File: src/logic/dac_link_pkg.sv
/*
  shared constants for the dual converter serial front end: word layout,
  channel address codes, reset and clear codes, timing counts, register map.
  assumes a 250 MHz core clock and a 32-bit AHB-Lite register bus.
*/
package dac_link_pkg;
    localparam int          WORD_BITS       = 24;
    localparam int          CODE_BITS       = 16;
    localparam int          CHANNELS        = 2;
    localparam int          PIN_COUNT       = 6;
    localparam logic [4:0]  WORD_BITS_CNT   = 5'h18;

    // command word layout
    localparam int          CMD_READ_BIT    = 23;
    localparam int          CMD_ADDR_HI     = 18;
    localparam int          CMD_ADDR_LO     = 16;
    localparam logic [2:0]  ADDR_CHAN_ALL   = 3'h4;

    localparam logic [15:0] DAC_RESET_CODE  = 16'h0000;
    localparam logic [15:0] ZERO_SCALE_TAP  = 16'h0000;
    localparam logic [15:0] MID_SCALE_TAP   = 16'h8000;
    localparam logic [15:0] CODE_MSB_MASK   = 16'h8000;

    // link timing
    localparam int          CORE_CLK_MHZ    = 250;
    localparam int          LINK_MAX_MHZ    = 30;
    localparam int          LINK_MIN_FALL_CYC = CORE_CLK_MHZ / LINK_MAX_MHZ;

    // pins idle high after reset so no false edge appears
    localparam logic [5:0]  PIN_IDLE        = 6'h3f;

    // register byte offsets
    localparam logic [7:0]  OFF_CTRL        = 8'h00;
    localparam logic [7:0]  OFF_STATUS      = 8'h04;
    localparam logic [7:0]  OFF_DAC_A       = 8'h08;
    localparam logic [7:0]  OFF_DAC_B       = 8'h0c;
    localparam logic [7:0]  OFF_IN_A        = 8'h10;
    localparam logic [7:0]  OFF_IN_B        = 8'h14;
    localparam logic [7:0]  OFF_LAST_CMD    = 8'h18;

    // control fields
    localparam int          CTRL_BIPOLAR_LO = 0;
    localparam int          CTRL_CLEAR_MID  = 2;
    localparam int          CTRL_SDO_EN     = 3;
    localparam int          CTRL_BITS       = 4;
    localparam logic [3:0]  CTRL_RESET      = 4'h0;

    // status fields
    localparam int          STAT_OVERSPEED  = 0;
    localparam int          STAT_FRAME      = 1;
    localparam int          STAT_LOAD_LVL   = 2;
    localparam int          STAT_CLEAR      = 3;
    localparam int          STAT_CODING     = 4;

    localparam logic [1:0]  HTRANS_NONSEQ   = 2'h2;
    localparam logic        HRESP_OKAY      = 1'b0;
endpackage

File: src/logic/pin_sync.sv
/*
  two-flop synchroniser for a group of pins from outside the core clock.
  assumes each pin is a slow level or a clock well below the core rate.
*/
`timescale 1ns/1ps
module pin_sync #(
    parameter int               WIDTH     = 6,
    parameter logic [WIDTH-1:0] RESET_VAL = '1
) (
    input  wire logic             core_clk,
    input  wire logic             rst_b,
    input  wire logic [WIDTH-1:0] pinIn,
    output logic      [WIDTH-1:0] pinSync
);
    logic [WIDTH-1:0] stage1_q;

    // first stage feeds only the second stage
    always_ff @(posedge core_clk)
    begin
        if (!rst_b)
        begin
            stage1_q <= RESET_VAL;
            pinSync  <= RESET_VAL;
        end
        else
        begin
            stage1_q <= pinIn;
            pinSync  <= stage1_q;
        end
    end
endmodule // pin_sync

File: src/logic/dac_code_map.sv
/*
  maps a converter register code to the straight-binary tap code of the
  string. assumes range and coding levels are static while codes change.
*/
`timescale 1ns/1ps
module dac_code_map
    import dac_link_pkg::*;
(
    input  wire logic [CODE_BITS-1:0] regCode,
    input  wire logic                 bipolar,
    input  wire logic                 offsetBinary,
    output logic      [CODE_BITS-1:0] tapCode
);
    always_comb
    begin
        if (bipolar && !offsetBinary)
            tapCode = regCode ^ CODE_MSB_MASK;
        else
            tapCode = regCode;
    end
endmodule // dac_code_map

File: src/logic/dac_link_core.sv
/*
  serial front end of a dual voltage-output converter: three-wire link
  sampled by the core clock, input and converter registers, load strobe,
  clear, code mapping and an AHB-Lite register slave.
  assumes link pins arrive asynchronously and the link runs at most 30 MHz.
*/
// Decided for this implementation: the AHB-Lite interface to the registers and the placing of the registers.
// What this block does
// - frame select low: one bit per falling edge
// - falling shift clock shifts data into register
// - shift clock at most 30 MHz; faster falling edges still shift and set the overspeed status bit
// - word acted on at frame select rising
// - load strobe low: update converter at frame end
// - load strobe high: only input register updated
// - load strobe falling edge copies pending inputs
// - one load falling edge updates both channels
// - clear forces zero-scale or midscale code
// - serial register shifted out on data output
// - data output changes on rising shift clock
// - bipolar, coding high: offset binary
// - bipolar, coding low: twos complement
// - unipolar: always straight binary
// - one frame carries one 24-bit word
// - reset sets converter registers to zero
`timescale 1ns/1ps
module dac_link_core
    import dac_link_pkg::*;
(
    input  wire logic                 core_clk,
    input  wire logic                 rst_b,
    input  wire logic                 serialClk,
    input  wire logic                 frameSel_n,
    input  wire logic                 serial_data_in,
    input  wire logic                 load_strobe_n,
    input  wire logic                 async_clear_n,
    input  wire logic                 coding_select,
    output logic                      serial_data_out,
    output logic      [CODE_BITS-1:0] analog_output_first,
    output logic      [CODE_BITS-1:0] analog_output_second,
    input  wire logic                 hsel,
    input  wire logic [31:0]          haddr,
    input  wire logic [1:0]           htrans,
    input  wire logic                 hwrite,
    input  wire logic [2:0]           hsize,
    input  wire logic [31:0]          hwdata,
    input  wire logic                 hready,
    output logic                      hreadyout,
    output logic                      hresp,
    output logic      [31:0]          hrdata
);
    localparam logic [3:0] MIN_GAP_CNT = 4'(LINK_MIN_FALL_CYC - 1);

    logic [PIN_COUNT-1:0]  pinSync;
    logic                  sclkS;
    logic                  frameS_n;
    logic                  sdiS;
    logic                  loadS_n;
    logic                  clearS_n;
    logic                  codingS;
    logic                  sclkPrev_q;
    logic                  framePrev_q;
    logic                  loadPrev_q;
    logic                  sclkFall;
    logic                  sclkRise;
    logic                  frameLow;
    logic                  frameStart;
    logic                  frameEnd;
    logic                  loadFall;
    logic                  shiftIn;
    logic                  clearLvl;
    logic [WORD_BITS-1:0]  shift_q;
    logic [4:0]            bitCnt_q;
    logic                  wordOk;
    logic                  isRead;
    logic [2:0]            cmdAddr;
    logic [CODE_BITS-1:0]  cmdData;
    logic                  writeEnd;
    logic [CODE_BITS-1:0]  readData;
    logic [WORD_BITS-1:0]  lastCmd_q;
    logic                  sdo_q;
    logic [3:0]            spacing_q;
    logic                  overspeed_q;
    logic                  overSet;
    logic [CTRL_BITS-1:0]  ctrl_q;
    logic                  sdoEn;
    logic [CHANNELS-1:0]   hit;
    logic [CHANNELS-1:0]   bipolar;
    logic [CODE_BITS-1:0]  inReg_q   [CHANNELS];
    logic [CODE_BITS-1:0]  dac_q     [CHANNELS];
    logic [CODE_BITS-1:0]  tapD      [CHANNELS];
    logic [CODE_BITS-1:0]  tap_q     [CHANNELS];
    logic [CODE_BITS-1:0]  clearCode [CHANNELS];
    logic                  apValid;
    logic                  wrPend_q;
    logic [7:0]            wrAddr_q;
    logic [31:0]           rdMux;
    logic [31:0]           rdata_q;

    // every link pin is asynchronous to the core clock
    pin_sync #(
        .WIDTH     (PIN_COUNT),
        .RESET_VAL (PIN_IDLE)
    ) u_pinSync (
        .core_clk (core_clk),
        .rst_b    (rst_b),
        .pinIn    ({coding_select, async_clear_n, load_strobe_n, serial_data_in, frameSel_n, serialClk}),
        .pinSync  (pinSync)
    );

    assign sclkS    = pinSync[0];
    assign frameS_n = pinSync[1];
    assign sdiS     = pinSync[2];
    assign loadS_n  = pinSync[3];
    assign clearS_n = pinSync[4];
    assign codingS  = pinSync[5];

    always_ff @(posedge core_clk)
    begin
        if (!rst_b)
        begin
            sclkPrev_q  <= 1'b1;
            framePrev_q <= 1'b1;
            loadPrev_q  <= 1'b1;
        end
        else
        begin
            sclkPrev_q  <= sclkS;
            framePrev_q <= frameS_n;
            loadPrev_q  <= loadS_n;
        end
    end

    assign sclkFall   = sclkPrev_q & ~sclkS;
    assign sclkRise   = ~sclkPrev_q & sclkS;
    assign frameLow   = ~frameS_n;
    assign frameStart = framePrev_q & ~frameS_n;
    assign frameEnd   = ~framePrev_q & frameS_n;
    assign loadFall   = loadPrev_q & ~loadS_n;
    assign shiftIn    = sclkFall & frameLow;
    assign clearLvl   = ~clearS_n;

    // shift register keeps only the newest 24 bits of a long frame
    always_ff @(posedge core_clk)
    begin
        if (!rst_b)
            shift_q <= '0;
        else if (frameEnd && wordOk && isRead)
            shift_q <= {{(WORD_BITS-CODE_BITS){1'b0}}, readData};
        else if (shiftIn)
            shift_q <= {shift_q[WORD_BITS-2:0], sdiS};
    end

    always_ff @(posedge core_clk)
    begin
        if (!rst_b)
            bitCnt_q <= '0;
        else if (frameStart)
            bitCnt_q <= '0;
        else if (shiftIn && bitCnt_q != WORD_BITS_CNT)
            bitCnt_q <= bitCnt_q + 5'h01;
    end

    // short frames are dropped whole
    assign wordOk   = (bitCnt_q == WORD_BITS_CNT);
    assign isRead   = shift_q[CMD_READ_BIT];
    assign cmdAddr  = shift_q[CMD_ADDR_HI:CMD_ADDR_LO];
    assign cmdData  = shift_q[CODE_BITS-1:0];
    assign writeEnd = frameEnd & wordOk & ~isRead;
    assign readData = (cmdAddr == 3'h1) ? inReg_q[1] : inReg_q[0];

    always_ff @(posedge core_clk)
    begin
        if (!rst_b)
            lastCmd_q <= '0;
        else if (frameEnd && wordOk)
            lastCmd_q <= shift_q;
    end

    // data out: first bit at frame start, then one per rising edge
    assign sdoEn = ctrl_q[CTRL_SDO_EN];

    always_ff @(posedge core_clk)
    begin
        if (!rst_b)
            sdo_q <= 1'b0;
        else if (!sdoEn)
            sdo_q <= 1'b0;
        else if (frameStart || (sclkRise && frameLow))
            sdo_q <= shift_q[WORD_BITS-1];
    end

    assign serial_data_out = sdo_q;

    // spacing is only a warning; the quantised edges still shift correctly
    always_ff @(posedge core_clk)
    begin
        if (!rst_b)
            spacing_q <= '1;
        else if (shiftIn)
            spacing_q <= '0;
        else if (spacing_q != 4'hf)
            spacing_q <= spacing_q + 4'h1;
    end

    assign overSet = shiftIn && (bitCnt_q != 5'h00) && (spacing_q < MIN_GAP_CNT);

    // set wins over a clear in the same cycle
    always_ff @(posedge core_clk)
    begin
        if (!rst_b)
            overspeed_q <= 1'b0;
        else if (overSet)
            overspeed_q <= 1'b1;
        else if (wrPend_q && wrAddr_q == OFF_STATUS && hwdata[STAT_OVERSPEED])
            overspeed_q <= 1'b0;
    end

    genvar g;
    generate
        for (g = 0; g < CHANNELS; g++)
        begin : g_chan
            assign hit[g]       = (cmdAddr == ADDR_CHAN_ALL) || (cmdAddr == 3'(g));
            assign bipolar[g]   = ctrl_q[CTRL_BIPOLAR_LO + g];
            assign clearCode[g] = (ctrl_q[CTRL_CLEAR_MID] ? MID_SCALE_TAP : ZERO_SCALE_TAP)
                                ^ ((bipolar[g] && !codingS) ? CODE_MSB_MASK : 16'h0000);

            always_ff @(posedge core_clk)
            begin
                if (!rst_b)
                    inReg_q[g] <= DAC_RESET_CODE;
                else if (writeEnd && hit[g])
                    inReg_q[g] <= cmdData;
            end

            // clear outranks every update source
            always_ff @(posedge core_clk)
            begin
                if (!rst_b)
                    dac_q[g] <= DAC_RESET_CODE;
                else if (clearLvl)
                    dac_q[g] <= clearCode[g];
                else if (loadFall)
                    dac_q[g] <= (writeEnd && hit[g]) ? cmdData : inReg_q[g];
                else if (writeEnd && hit[g] && !loadS_n)
                    dac_q[g] <= cmdData;
            end

            dac_code_map u_map (
                .regCode      (dac_q[g]),
                .bipolar      (bipolar[g]),
                .offsetBinary (codingS),
                .tapCode      (tapD[g])
            );

            always_ff @(posedge core_clk)
            begin
                if (!rst_b)
                    tap_q[g] <= DAC_RESET_CODE;
                else
                    tap_q[g] <= tapD[g];
            end

        end
    endgenerate

    assign analog_output_first  = tap_q[0];
    assign analog_output_second = tap_q[1];

    // ahb-lite slave: zero wait states, write data taken in the data phase
    assign apValid   = hsel && (htrans == HTRANS_NONSEQ) && hready;
    assign hreadyout = 1'b1;
    assign hresp     = HRESP_OKAY;

    always_ff @(posedge core_clk)
    begin
        if (!rst_b)
        begin
            wrPend_q <= 1'b0;
            wrAddr_q <= '0;
        end
        else
        begin
            wrPend_q <= apValid && hwrite;
            wrAddr_q <= haddr[7:0];
        end
    end

    always_ff @(posedge core_clk)
    begin
        if (!rst_b)
            ctrl_q <= CTRL_RESET;
        else if (wrPend_q && wrAddr_q == OFF_CTRL)
            ctrl_q <= hwdata[CTRL_BITS-1:0];
    end

    // only the low byte decodes, so the map repeats every 256 bytes
    always_comb
    begin
        rdMux = 32'h0000_0000;
        unique case (haddr[7:0])
            OFF_CTRL:     rdMux[CTRL_BITS-1:0] = ctrl_q;
            OFF_STATUS:
            begin
                rdMux[STAT_OVERSPEED] = overspeed_q;
                rdMux[STAT_FRAME]     = frameLow;
                rdMux[STAT_LOAD_LVL]  = loadS_n;
                rdMux[STAT_CLEAR]     = clearLvl;
                rdMux[STAT_CODING]    = codingS;
            end
            OFF_DAC_A:    rdMux[CODE_BITS-1:0] = dac_q[0];
            OFF_DAC_B:    rdMux[CODE_BITS-1:0] = dac_q[1];
            OFF_IN_A:     rdMux[CODE_BITS-1:0] = inReg_q[0];
            OFF_IN_B:     rdMux[CODE_BITS-1:0] = inReg_q[1];
            OFF_LAST_CMD: rdMux[WORD_BITS-1:0] = lastCmd_q;
            default:      rdMux = 32'h0000_0000;
        endcase
    end

    always_ff @(posedge core_clk)
    begin
        if (!rst_b)
            rdata_q <= '0;
        else if (apValid && !hwrite)
            rdata_q <= rdMux;
    end

    assign hrdata = rdata_q;
endmodule // dac_link_core

File: config.mk
export PLATFORM = sky130hd
export DESIGN_NAME = dac_link_core
export DESIGN_NICKNAME = d
export VERILOG_FILES = /design/src/logic/dac_link_pkg.sv /design/src/logic/pin_sync.sv /design/src/logic/dac_code_map.sv /design/src/logic/dac_link_core.sv
export SDC_FILE = /design/constraint.sdc
export NUM_CORES = 1
export LEC_CHECK = 0
export BUFFER_PORTS_ARGS = -buffer_cell sky130_fd_sc_hd__buf_2
export CAP_MARGIN = 20
export CORE_ASPECT_RATIO = 1.25
export CORE_MARGIN = 4
export CORE_UTILIZATION = 56
export CTS_BUF_LIST = sky130_fd_sc_hd__clkbuf_8 sky130_fd_sc_hd__clkbuf_16
export CTS_CLUSTER_DIAMETER = 50
export DETAILED_ROUTE_END_ITERATION = 10
export GPL_ROUTABILITY_DRIVEN = 0
export PLACE_DENSITY = 0.79
export SLEW_MARGIN = 15
export SYNTH_ARGS = -nofsm -noshare
export SYNTH_HDL_FRONTEND = slang
export SYNTH_SLANG_ARGS = --single-unit
File: constraint.sdc
create_clock -name core_clk -period 4.2 [get_ports core_clk]
set_clock_uncertainty 0.1 [all_clocks]
set_input_delay 0 -clock core_clk [delete_from_list [all_inputs] [get_ports core_clk]]
set_output_delay 0 -clock core_clk [all_outputs]
set_load 0.01 [all_outputs]
== Yosys cells after proc, flatten, opt, wreduce, memory -nomap -nowiden ==
Memories as Yosys holds them, arrays and structs flattened.
Index checks and enable logic that the tools add are counted.
Word-level totals
  flip-flop bits (word level): 111
  RAM bits: 96
  output and inout bits: 67
  logic and storage cells: 153
  memories kept: 3
Memory list
  dac_q: depth 2, bits a word 16, rd ports 2, clocked after memory_dff 0, write ports 2, RTL line dac_link_core.sv:89  | logic [CODE_BITS-1:0] dac_q [CHANNELS];
  inReg_q: depth 2, bits a word 16, rd ports 2, clocked after memory_dff 0, write ports 2, RTL line dac_link_core.sv:88  | logic [CODE_BITS-1:0] inReg_q [CHANNELS];
  tap_q: depth 2, bits a word 16, rd ports 2, clocked after memory_dff 0, write ports 2, RTL line dac_link_core.sv:91  | logic [CODE_BITS-1:0] tap_q [CHANNELS];
Operators by class
  $add $sub $neg: 2
  $lt $le $gt $ge: 1
  equality and inequality tests: 13
  mux-type cells: 53
  bitwise gates (word level): 30
  reductions and logical operators: 35
Operators by type and width (number)
  $mux W16: 20
  $pmux W11 S5: 1
  $xor A16 B16 Y16: 2
  $pmux W4 S7: 1
  $mux W1: 27
  $eq A8 B5 Y1 const B: 3
  $logic_and A1 B1 Y1: 19
  $eq A8 B3 Y1 const B: 2
  $eq A8 B4 Y1 const B: 2
  $logic_not A8 Y1: 2
  $not A1 Y1: 10
  $or A1 B1 Y1: 10
  $and A1 B1 Y1: 8
  $mux W4: 2
  $mux W8: 1
  $pmux W1 S6: 1
  $reduce_bool A2 Y1: 3
  $add A5 B1 Y5 const B: 1
  $eq A5 B5 Y1 const B: 1
  $ne A5 B5 Y1 const B: 1
  $reduce_bool A5 Y1: 1
  $add A4 B1 Y4 const B: 1
  $lt A4 B3 Y1 const B: 1
  $ne A4 B4 Y1 const B: 1
  8 further kinds: 13

== Depth between registers and ports, before layout ==
Gate-level depths: netlist (run 1).
  depth after elaboration: 12
  depth in mapped cells: 10
  gate-level depth less buffers: 7

== Modules after synthesis ==
Synthesis (run 1) repeated with hierarchy kept, for this count alone.
Unflattened totals
  cell total of the unflattened synthesis: 870
  area, all modules: 8881.0 um2
By module, submodules not included
  dac_link_core: instances 1, cells each 811, area each 8256.7 um2, seq. area each 4544.4 um2
  pin_sync: instances 1, cells each 25, area each 339.1 um2, seq. area each 240.2 um2
  dac_code_map: instances 2, cells each 17, area each 142.6 um2, seq. area each 0.0 um2

== Worst setup path before layout (run 1) ==
OpenSTA, ideal clock, no wires.
  path kind: reg2reg
  from: register bitCnt_q[0]
  to: memory dac_q[1][0] (enable)
  data arrival time: 2.482 ns
  data required time: 3.708 ns
  setup slack: 1.226 ns
  stages on the path, launching flop included: 9
  clock period less this slack: 2.974 ns
  cells stage by stage: dfxtp_1 -> inv_1 -> ha_1 -> nand4b_4 -> or3b_1 -> buf_6 -> nor4_4 -> nor2_1 -> o21bai_1
RTL lines
  from (decl): RTL line dac_link_core.sv:72  | logic [4:0] bitCnt_q;
  from (signal assigned): RTL line dac_link_core.sv:160  | bitCnt_q <= bitCnt_q + 5'h01;
  to (decl): RTL line dac_link_core.sv:89

==> flow_summary_export.csv, run 1 <==
group,metric,value,unit
run_status,status,"finished, final reports clean",
final_layout,design_area,10200,sq um
placement,hpwl,13900,um
clocking,clkSinkCount,207,
final_layout,layout.nets,1079,
hold_path,hold_path_depth,5,
clocking,cts_resized,0,
hold_path,hold_path_class,"primary input to flop",
synthesis,ys_top_cells_by_area,"dfxtp_1 (32%), edfxtp_1 (22%), nand2_1 (7.9%), and2_1 (5.3%), a21oi_1 (3.0%)",
pwr,power_density,412,nW/um^2
synthesis,ys_seq_area_share,54.3,%
critical_path,ff2ff_path_depth,7,
critical_path,start_kind,"flop",
clocking,clk_path_buf_depth,3,
hold_path,worstHoldStart,"htrans[0]",
critical_path,r2r_setup_slack,1.18,ns
sta,tns,0,ns
sta,setup_viol,0,
final_layout,drive_gt1_share,14.3,%
hold_path,min_to,"hrdata[4]",
synthesis,syn_area,8810,sq um
route,ant_nets,0,
synthesis,synth.ff_latch_count,207,
clocking,clkLatencyLatePin,0.49,ns
critical_path,critPathMaxFanout,17,
final_layout,final_common_cell,"nand2_1",
placement,port_buffers,81,
synthesis,avgSynthCellArea,9.63,sq um
floorplanning,die_y,148,um
sta,relSlewSlack,27.5,%
clocking,clkTransAtPathRegs,0.06,ns
sta,max_freq,332,MHz
synthesis,synthFlopType,"dfxtp_1",
route,wl_per_cell,16.7,um
pwr,report.power.total,4.21,mW
grt,grt_max_degree,80,
synthesis,synth-edff-count,64,
grt,antenna_found_initial,0,
critical_path,rr_startpoint,"bitCnt_q[0]",
clocking,cts_tree,"built",
grt,grt_first_pass_wirelength,32900,um
sta,tightest_slew,1.08,ns
floorplanning,die_w,120,um
synthesis,yosys_warnings,0,
clocking,cts_max_level,1,
floorplanning,core,15500,sq um
critical_path,worstPathArrival,3.23,ns
sta,finalCritPeriodShare,71.8,%
final_layout,antenna_cells,0,
critical_path,worstSetupEndpointType,"flop",
final_layout,finish.utilization,65.9,%
synthesis,yosys.area.top_type_share,32.5,%
route,drcViolationCount,0,
flow_run,drv_cap,0,
synthesis,synth_cells,915,
synthesis,synth.distinct_cells,56,
route,routed_wl,20500,um
route,drt_iter0_markers,667,
critical_path,reg2reg_to,"dac_q[1][15]",
placement,placed_cells,1157,
clocking,cts-root-buf,"clkbuf_16",
floorplanning,start_util,56.8,%
sta,rsz0062_at_grt,"no",
critical_path,cp.required,4.41,ns
synthesis,async_flop_share,0,%
grt,grt_pass1_vias,6497,
pwr,leakage,3.97,nW
clocking,cts_buffers,21,
critical_path,critPathKind,"flop to flop",
grt,grt.total_usage,22.6,%
sta,fin_crit,3.02,ns
sta,hold_viol,0,
placement,dp_slack,1.24,ns
final_layout,syn2layout_area_growth,16.0,%
route,vias_per_cell,5.57,
pwr,vdd_drop_max,0.338,mV
synthesis,yosysTopAreaCell,"dfxtp_1",
sta,fin_ws,1.18,ns
sta,whs,0.0648,ns
sta,timing.final.max_slew_violations,0,
grt,overflow,0,
final_layout,layout.cells.most_common_list,"nand2_1 (185), dfxtp_1 (143), buf_2 (81)",
floorplanning,io_pins,147,
placement,placed_cell_area,9280,sq um
route,route.vias.total,6810,
route,firstDrtPassIters,5,
floorplanning,rows,51,
floorplanning,dieArea,17800,sq um
final_layout,layoutNonFillerInstCount,1222,
-- how the worst max path moves through the flow --
stage / start / end / slack, ns / cells after the start
3_3_place_gp: bitCnt_q[0] / inReg_q[1][0] / 1.31 / 7
4_1_cts: bitCnt_q[0] / inReg_q[1][8] / 1.21 / 7
6_report: bitCnt_q[0] / dac_q[1][15] / 1.18 / 7
2_1_floorplan: bitCnt_q[0] / dac_q[1][0] / 1.23 / 8
5_1_grt: bitCnt_q[0] / dac_q[1][15] / 1.04 / 7
3_5_place_dp: bitCnt_q[0] / inReg_q[1][0] / 1.24 / 7
-- repair_timing --
item / 4_1_cts / 5_1_grt
hold buffers: 27 / 0
setup buffers: 0 / 0
hold endpoints to repair: 44 / 0
-- layer usage --
metal	vias to the layer above	part of all wire, %	global-route usage [%]	wire (um)
li1	3290	-	-	-
met1	3208	42	29.8	8540
met2	267	49	38.8	9970
met3	45	7.1	3.04	1460
met4	0	2.4	7.11	491
met5	-	0	0	0
-- kinds of logic (layout without fill, tap and decap cells) --
group           after synthesis  after routing  share of synthesized area, %
buf+inv                      76            163                          4.03
simple gates                429            429                          24.8
fa+ha+maj                     3              3                         0.426
mux                          33             33                          4.10
xor+xnor                     10             10                         0.994
other cells                   2             10                        0.0852
flops                       207            207                          54.3
compound gates              155            155                          11.2
-- cell usage after synthesis, types with 10 or more instances --
cell type  count
and2_1        74
buf_4         10
nor2_1        29
edfxtp_1      64
o21ai_0       22
a211oi_1      11
a21oi_1       53
nand2_1      185
nor3_1        13
nand3_1       46
a21boi_0      27
mux2i_1       26
a22oi_1       25
clkbuf_1      51
nand2b_1      18
and3_1        16
nor2b_1       18
dfxtp_1      143
-- flip-flops by register name, summed over array words and instances (netlist names), 4 cells and up --
register / cells
wrAddr_q: 8
spacing_q: 4
ctrl_q: 4
inReg_q: 32
u_pinSync.pinSync: 6
shift_q: 24
tap_q: 32
hrdata: 24
u_pinSync.stage1_q: 6
lastCmd_q: 24
bitCnt_q: 5
dac_q: 32
-- report_power, final --
part / internal (mW) / switching, mW
Combinational: 0.119 / 0.145
Sequential: 2.14 / 0.0529
Clock: 1.02 / 0.739
-- critical path, stage by stage, from the launching register on --
cell      delay (ns)
dfxtp_1         0.32
inv_1           0.10
ha_1            0.22
nand4b_4        0.14
or3b_1          0.49
nor4_4          0.79
o21ai_2         0.37
a22oi_1         0.30
-- area by class of cell --
cell class	count	area [sq um]
fillers	1224	5280
flip-flops and latches	207	4780
multi-input cells	640	3710
repair buffers	123	796
clock buffers	27	608
well taps	212	265
clock inverters	10	52.6
inverters	3	11.3
Note: power is estimated with default switching activity, not from simulation.
==> run 2, diff against run 1 <==
==> constraint.sdc (replaced) <==
create_clock -name core_clk -period 3 [get_ports core_clk]
set_clock_uncertainty 0.1 [all_clocks]
set_input_delay 0 -clock core_clk [delete_from_list [all_inputs] [get_ports core_clk]]
set_output_delay 0 -clock core_clk [all_outputs]
set_load 0.01 [all_outputs]
==> run 2 against run 1 <==
Flip-flop and latch count unchanged; die area unchanged; core utilization up 0.62 points; final area up 0.94%; critical path type unchanged; highest routed layer unchanged.
==> flow_summary_export.csv, run 2 (synthesized netlist as in run 1, its figures left out) <==
group,metric,value,unit
grt,grt.total_usage,22.8,%
floorplanning,rows,51,
placement,port_buffers,81,
critical_path,critPathMaxFanout,11,
route,route.vias.total,6796,
clocking,cts_max_level,1,
grt,grt_pass1_vias,6535,
sta,timing.final.max_slew_violations,0,
route,drt_iter0_markers,698,
pwr,power_density,570,nW/um^2
final_layout,reg_top3,"dac_q x32, inReg_q x32, tap_q x32",
sta,relSlewSlack,42.2,%
floorplanning,start_util,56.8,%
clocking,clkTransAtPathRegs,0.06,ns
route,wl_per_cell,16.5,um
critical_path,r2r_setup_slack,0.29,ns
sta,finalCritPeriodShare,90.2,%
final_layout,antenna_cells,0,
placement,hpwl,14300,um
floorplanning,die_y,148,um
sta,fin_crit,2.71,ns
grt,antenna_found_initial,0,
pwr,leakage,4.03,nW
final_layout,layout.nets,1091,
route,routed_wl,20400,um
final_layout,drive_gt1_share,15.5,%
floorplanning,core,15500,sq um
hold_path,hold_path_class,"primary input to flop",
sta,fin_ws,0.293,ns
grt,grt_first_pass_wirelength,33300,um
pwr,vdd_drop_max,0.378,mV
route,drcViolationCount,0,
sta,rsz0062_at_grt,"no",
critical_path,cp.required,3.11,ns
critical_path,worstSetupEndpointType,"flop",
critical_path,worstPathArrival,2.81,ns
flow_run,drv_cap,0,
pwr,report.power.total,5.89,mW
route,firstDrtPassIters,5,
final_layout,final_common_cell,"nand2_1",
clocking,clkSinkCount,207,
route,vias_per_cell,5.51,
grt,grt_max_degree,48,
sta,setup_viol,0,
floorplanning,die_w,120,um
floorplanning,dieArea,17800,sq um
clocking,clkLatencyLatePin,0.50,ns
route,ant_nets,0,
final_layout,layout.cells.most_common_list,"nand2_1 (185), dfxtp_1 (143), buf_2 (80)",
critical_path,start_kind,"flop",
sta,max_freq,369,MHz
run_status,status,"finished, final reports clean",
placement,dp_slack,0.149,ns
final_layout,syn2layout_area_growth,17.1,%
critical_path,critPathKind,"flop to flop",
clocking,clk_path_buf_depth,3,
sta,hold_viol,0,
floorplanning,io_pins,147,
clocking,cts-root-buf,"clkbuf_16",
clocking,cts_tree,"built",
grt,overflow,0,
clocking,cts_buffers,20,
sta,tns,0,ns
sta,tightest_slew,0.866,ns
-- run 2: cell types whose count changed in the layout (fill, tap and decap cells not counted), sizes merged --
cell,previous run,this run
buf,96,109
clkbuf,27,25
clkinvlp,0,1
-- run 2: cell type report --
class | count | area, sq um
timing repair buffer | 136 | 901
inverter | 3 | 11.3
fill | 1223 | 5190
multi-input combinational | 640 | 3710
clock inverter | 11 | 57.6
tap | 212 | 265
sequential | 207 | 4780
clock buffer | 25 | 592
-- run 2: report_power, final --
group          switching, mW  internal, mW  leakage [nW]  total (mW)
Combinational          0.206         0.175          1.88       0.381
Sequential            0.0749          2.99          1.81        3.07
Clock                   1.04          1.40         0.341        2.44
-- run 2: worst max-delay path: stages (launching register included) --
cell and delay, ns:
dfxtp_1 0.33, inv_1 0.09, ha_1 0.21, nand4b_4 0.16, or3b_4 0.47, or4_1 0.66, buf_4 0.25, nand2_1 0.08
a21oi_1 0.07
-- run 2: what timing repair did --
item / in CTS / in global routing
setup endpoints to repair: 0 / 4
hold buffers: 27 / 0
hold endpoints to repair: 64 / 0
resized for setup: 0 / 1
buffers inserted: 0 / 2
-- run 2: final timing paths --
| check | start | end | cells past startpoint |
|---|---|---|---|
| setup reg to reg | bitCnt_q[0] | dac_q[1][11] | 8 |
| setup / recovery | bitCnt_q[0] | dac_q[1][11] | 8 |
| hold / removal | htrans[0] | hrdata[4] | 5 |
| hold reg to reg | u_pinSync.stage1_q[1] | u_pinSync.pinSync[1] | 1 |
-- run 2: per-stage QoR --
| step | utilization (%) | instance area, sq um | std cells | hold WS [ns] |
|---|---|---|---|---|
| 3_3_place_gp | 60.5 | 9380 | 1168 | 0.0810 |
| 4_1_cts | 66.4 | 10300 | 1231 | 0.0463 |
| 3_5_place_dp | 60.5 | 9380 | 1168 | 0.0834 |
| 6_report | 66.6 | 10300 | 1234 | 0.0569 |
| 2_1_floorplan | - | 8840 | 923 | 0.00147 |
| 5_1_grt | 66.6 | 10300 | 1234 | 0.100 |
-- run 2: layer usage --
metal,vias to the layer above,wire length [um],global-route usage (%)
met5,-,0,0
met4,0,396,6.82
met3,36,1610,3.69
met2,277,9850,38.5
met1,3162,8520,30.2
li1,3321,-,-
==> run 3, diff against run 2 <==
--- a/config.mk
+++ b/config.mk
@@ -9,12 +9,12 @@
 export CAP_MARGIN = 20
 export CORE_ASPECT_RATIO = 1.25
 export CORE_MARGIN = 4
-export CORE_UTILIZATION = 56
+export CORE_UTILIZATION = 40
 export CTS_BUF_LIST = sky130_fd_sc_hd__clkbuf_8 sky130_fd_sc_hd__clkbuf_16
 export CTS_CLUSTER_DIAMETER = 50
 export DETAILED_ROUTE_END_ITERATION = 10
 export GPL_ROUTABILITY_DRIVEN = 0
-export PLACE_DENSITY = 0.79
+export PLACE_DENSITY = 0.6
 export SLEW_MARGIN = 15
 export SYNTH_ARGS = -nofsm -noshare
 export SYNTH_HDL_FRONTEND = slang
==> run 3 against run 2 <==
Final area up 1.0%; hold slack got worse by 0.0026 ns; sequential power is essentially flat; critical path depth is the same; setup slack improved by 0.0012 ns; via count fell by 3.6%; sequential share of layout area decreased by 0.46 points; cell count up 5.1%; critical path type unchanged; largest cell class unchanged; largest power group unchanged.
==> flow_summary_export.csv, run 3 (synthesized netlist as in run 1, its figures left out) <==
group,metric,value,unit
placement,port_buffers,81,
final_layout,layout.cells.most_common_list,"nand2_1 (185), dfxtp_1 (143), buf_2 (80)",
sta,rsz0062_at_grt,"no",
critical_path,reg2reg_to,"inReg_q[1][15]",
critical_path,rr_startpoint,"bitCnt_q[0]",
pwr,report.power.total,6.17,mW
placement,placed_cell_area,9460,sq um
final_layout,reg_top3,"dac_q x32, inReg_q x32, tap_q x32",
critical_path,r2r_setup_slack,0.29,ns
final_layout,drive_gt1_share,15.4,%
grt,antenna_found_initial,0,
sta,fin_crit,2.71,ns
route,firstDrtPassIters,5,
final_layout,final_common_cell,"nand2_1",
sta,finalCritPeriodShare,90.2,%
clocking,clkSinkCount,207,
pwr,vdd_drop_max,0.444,mV
critical_path,worstPathArrival,2.97,ns
final_layout,syn2layout_area_growth,18.3,%
sta,timing.final.max_slew_violations,0,
critical_path,start_kind,"flop",
flow_run,drv_cap,0,
critical_path,cp-endpoint,"inReg_q[1][15]",
clocking,clkLatencyLatePin,0.50,ns
critical_path,critPathKind,"flop to flop",
floorplanning,core,21600,sq um
grt,grt_max_degree,92,
placement,hpwl,15100,um
floorplanning,rows,60,
clocking,cts_buffers,23,
critical_path,ff2ff_path_depth,8,
hold_path,hold_path_class,"primary input to flop",
route,drt_iter0_markers,382,
critical_path,crit_start,"bitCnt_q[0]",
clocking,clkTransAtPathRegs,0.06,ns
grt,grt.total_usage,17.1,%
run_status,status,"finished, final reports clean",
route,routed_wl,21300,um
route,wl_per_cell,16.4,um
floorplanning,die_w,141,um
sta,hold_viol,0,
route,vias_per_cell,5.05,
sta,tightest_slew,0.893,ns
sta,max_freq,370,MHz
route,ant_nets,0,
grt,grt_first_pass_wirelength,34500,um
critical_path,critPathMaxFanout,16,
clocking,clk_path_buf_depth,3,
sta,setup_viol,0,
pwr,power_density,592,nW/um^2
route,drcViolationCount,0,
critical_path,worstSetupEndpointType,"flop",
clocking,cts-root-buf,"clkbuf_16",
grt,overflow,0,
floorplanning,die_y,174,um
grt,grt_pass1_vias,6396,
final_layout,layout.nets,1084,
clocking,cts_tree,"built",
final_layout,design_area,10400,sq um
sta,tns,0,ns
floorplanning,io_pins,147,
critical_path,cp.required,3.26,ns
clocking,cts_max_level,1,
route,route.vias.total,6554,
final_layout,antenna_cells,0,
sta,relSlewSlack,40.5,%
floorplanning,dieArea,24500,sq um
pwr,leakage,4.06,nW
floorplanning,start_util,40.8,%
clocking,cts_resized,0,
-- run 3: repair_timing --
action / in CTS / in global routing
setup buffers: 0 / 0
hold buffers: 21 / 0
hold endpoints to repair: 64 / 0
-- run 3: per-stage QoR --
stage / hold WS, ns / util (%) / worst slack [ns] / std cells
final: 0.0542 / 48.2 / 0.294 / 1297
after global routing: 0.111 / 48.2 / 0.104 / 1297
after CTS: 0.0394 / 48.2 / 0.248 / 1297
after detailed placement: 0.0830 / 43.7 / 0.274 / 1234
after global placement: 0.0827 / 43.7 / 0.104 / 1234
after floorplan: 0.00147 / - / 0.0258 / 923
-- run 3: metal layers --
metal,vias up,GRT usage [%],wire [um]
li1,3308,-,-
met4,0,4.81,442
met1,3023,23.3,9750
met2,189,28.6,10000
met3,34,2.28,1110
met5,-,0,0
-- run 3: power by group --
part           total [mW]  leakage (nW)  internal, mW  switching (mW)
logic               0.373          1.84         0.168           0.205
clock network        2.73         0.407          1.63            1.10
registers            3.07          1.81          2.99          0.0736
total                6.17          4.06          4.79            1.38
-- run 3: cell type report --
cell class	instances	area (sq um)
Sequential cell	207	4780
Fill cell	1987	11200
Timing Repair Buffer	126	811
Inverter	3	11.3
Clock buffer	29	692
Multi-Input combinational cell	640	3710
Clock inverter	13	66.3
Tap cell	279	349
-- run 3: how the worst min path moves through the flow --
stage	start	slack [ns]	depth (start not counted)	end
final	htrans[0]	0.05	5	hrdata[4]
after global routing	hsel	0.11	5	hrdata[4]
after CTS	htrans[0]	0.04	5	hrdata[4]
after global placement	coding_select	0.08	2	u_pinSync.stage1_q[5]
after floorplan	serialClk	0.001	1	u_pinSync.stage1_q[0]
after detailed placement	load_strobe_n	0.08	2	u_pinSync.stage1_q[3]
-- run 3: worst max-delay path, cell delays in order, from the launching register on --
cell and delay [ns]:
dfxtp_1 0.32, inv_1 0.09, ha_1 0.21, nand4b_4 0.14, or3b_1 0.43, buf_4 0.20, or3_4 0.37, nor3b_4 0.50
and2_1 0.21
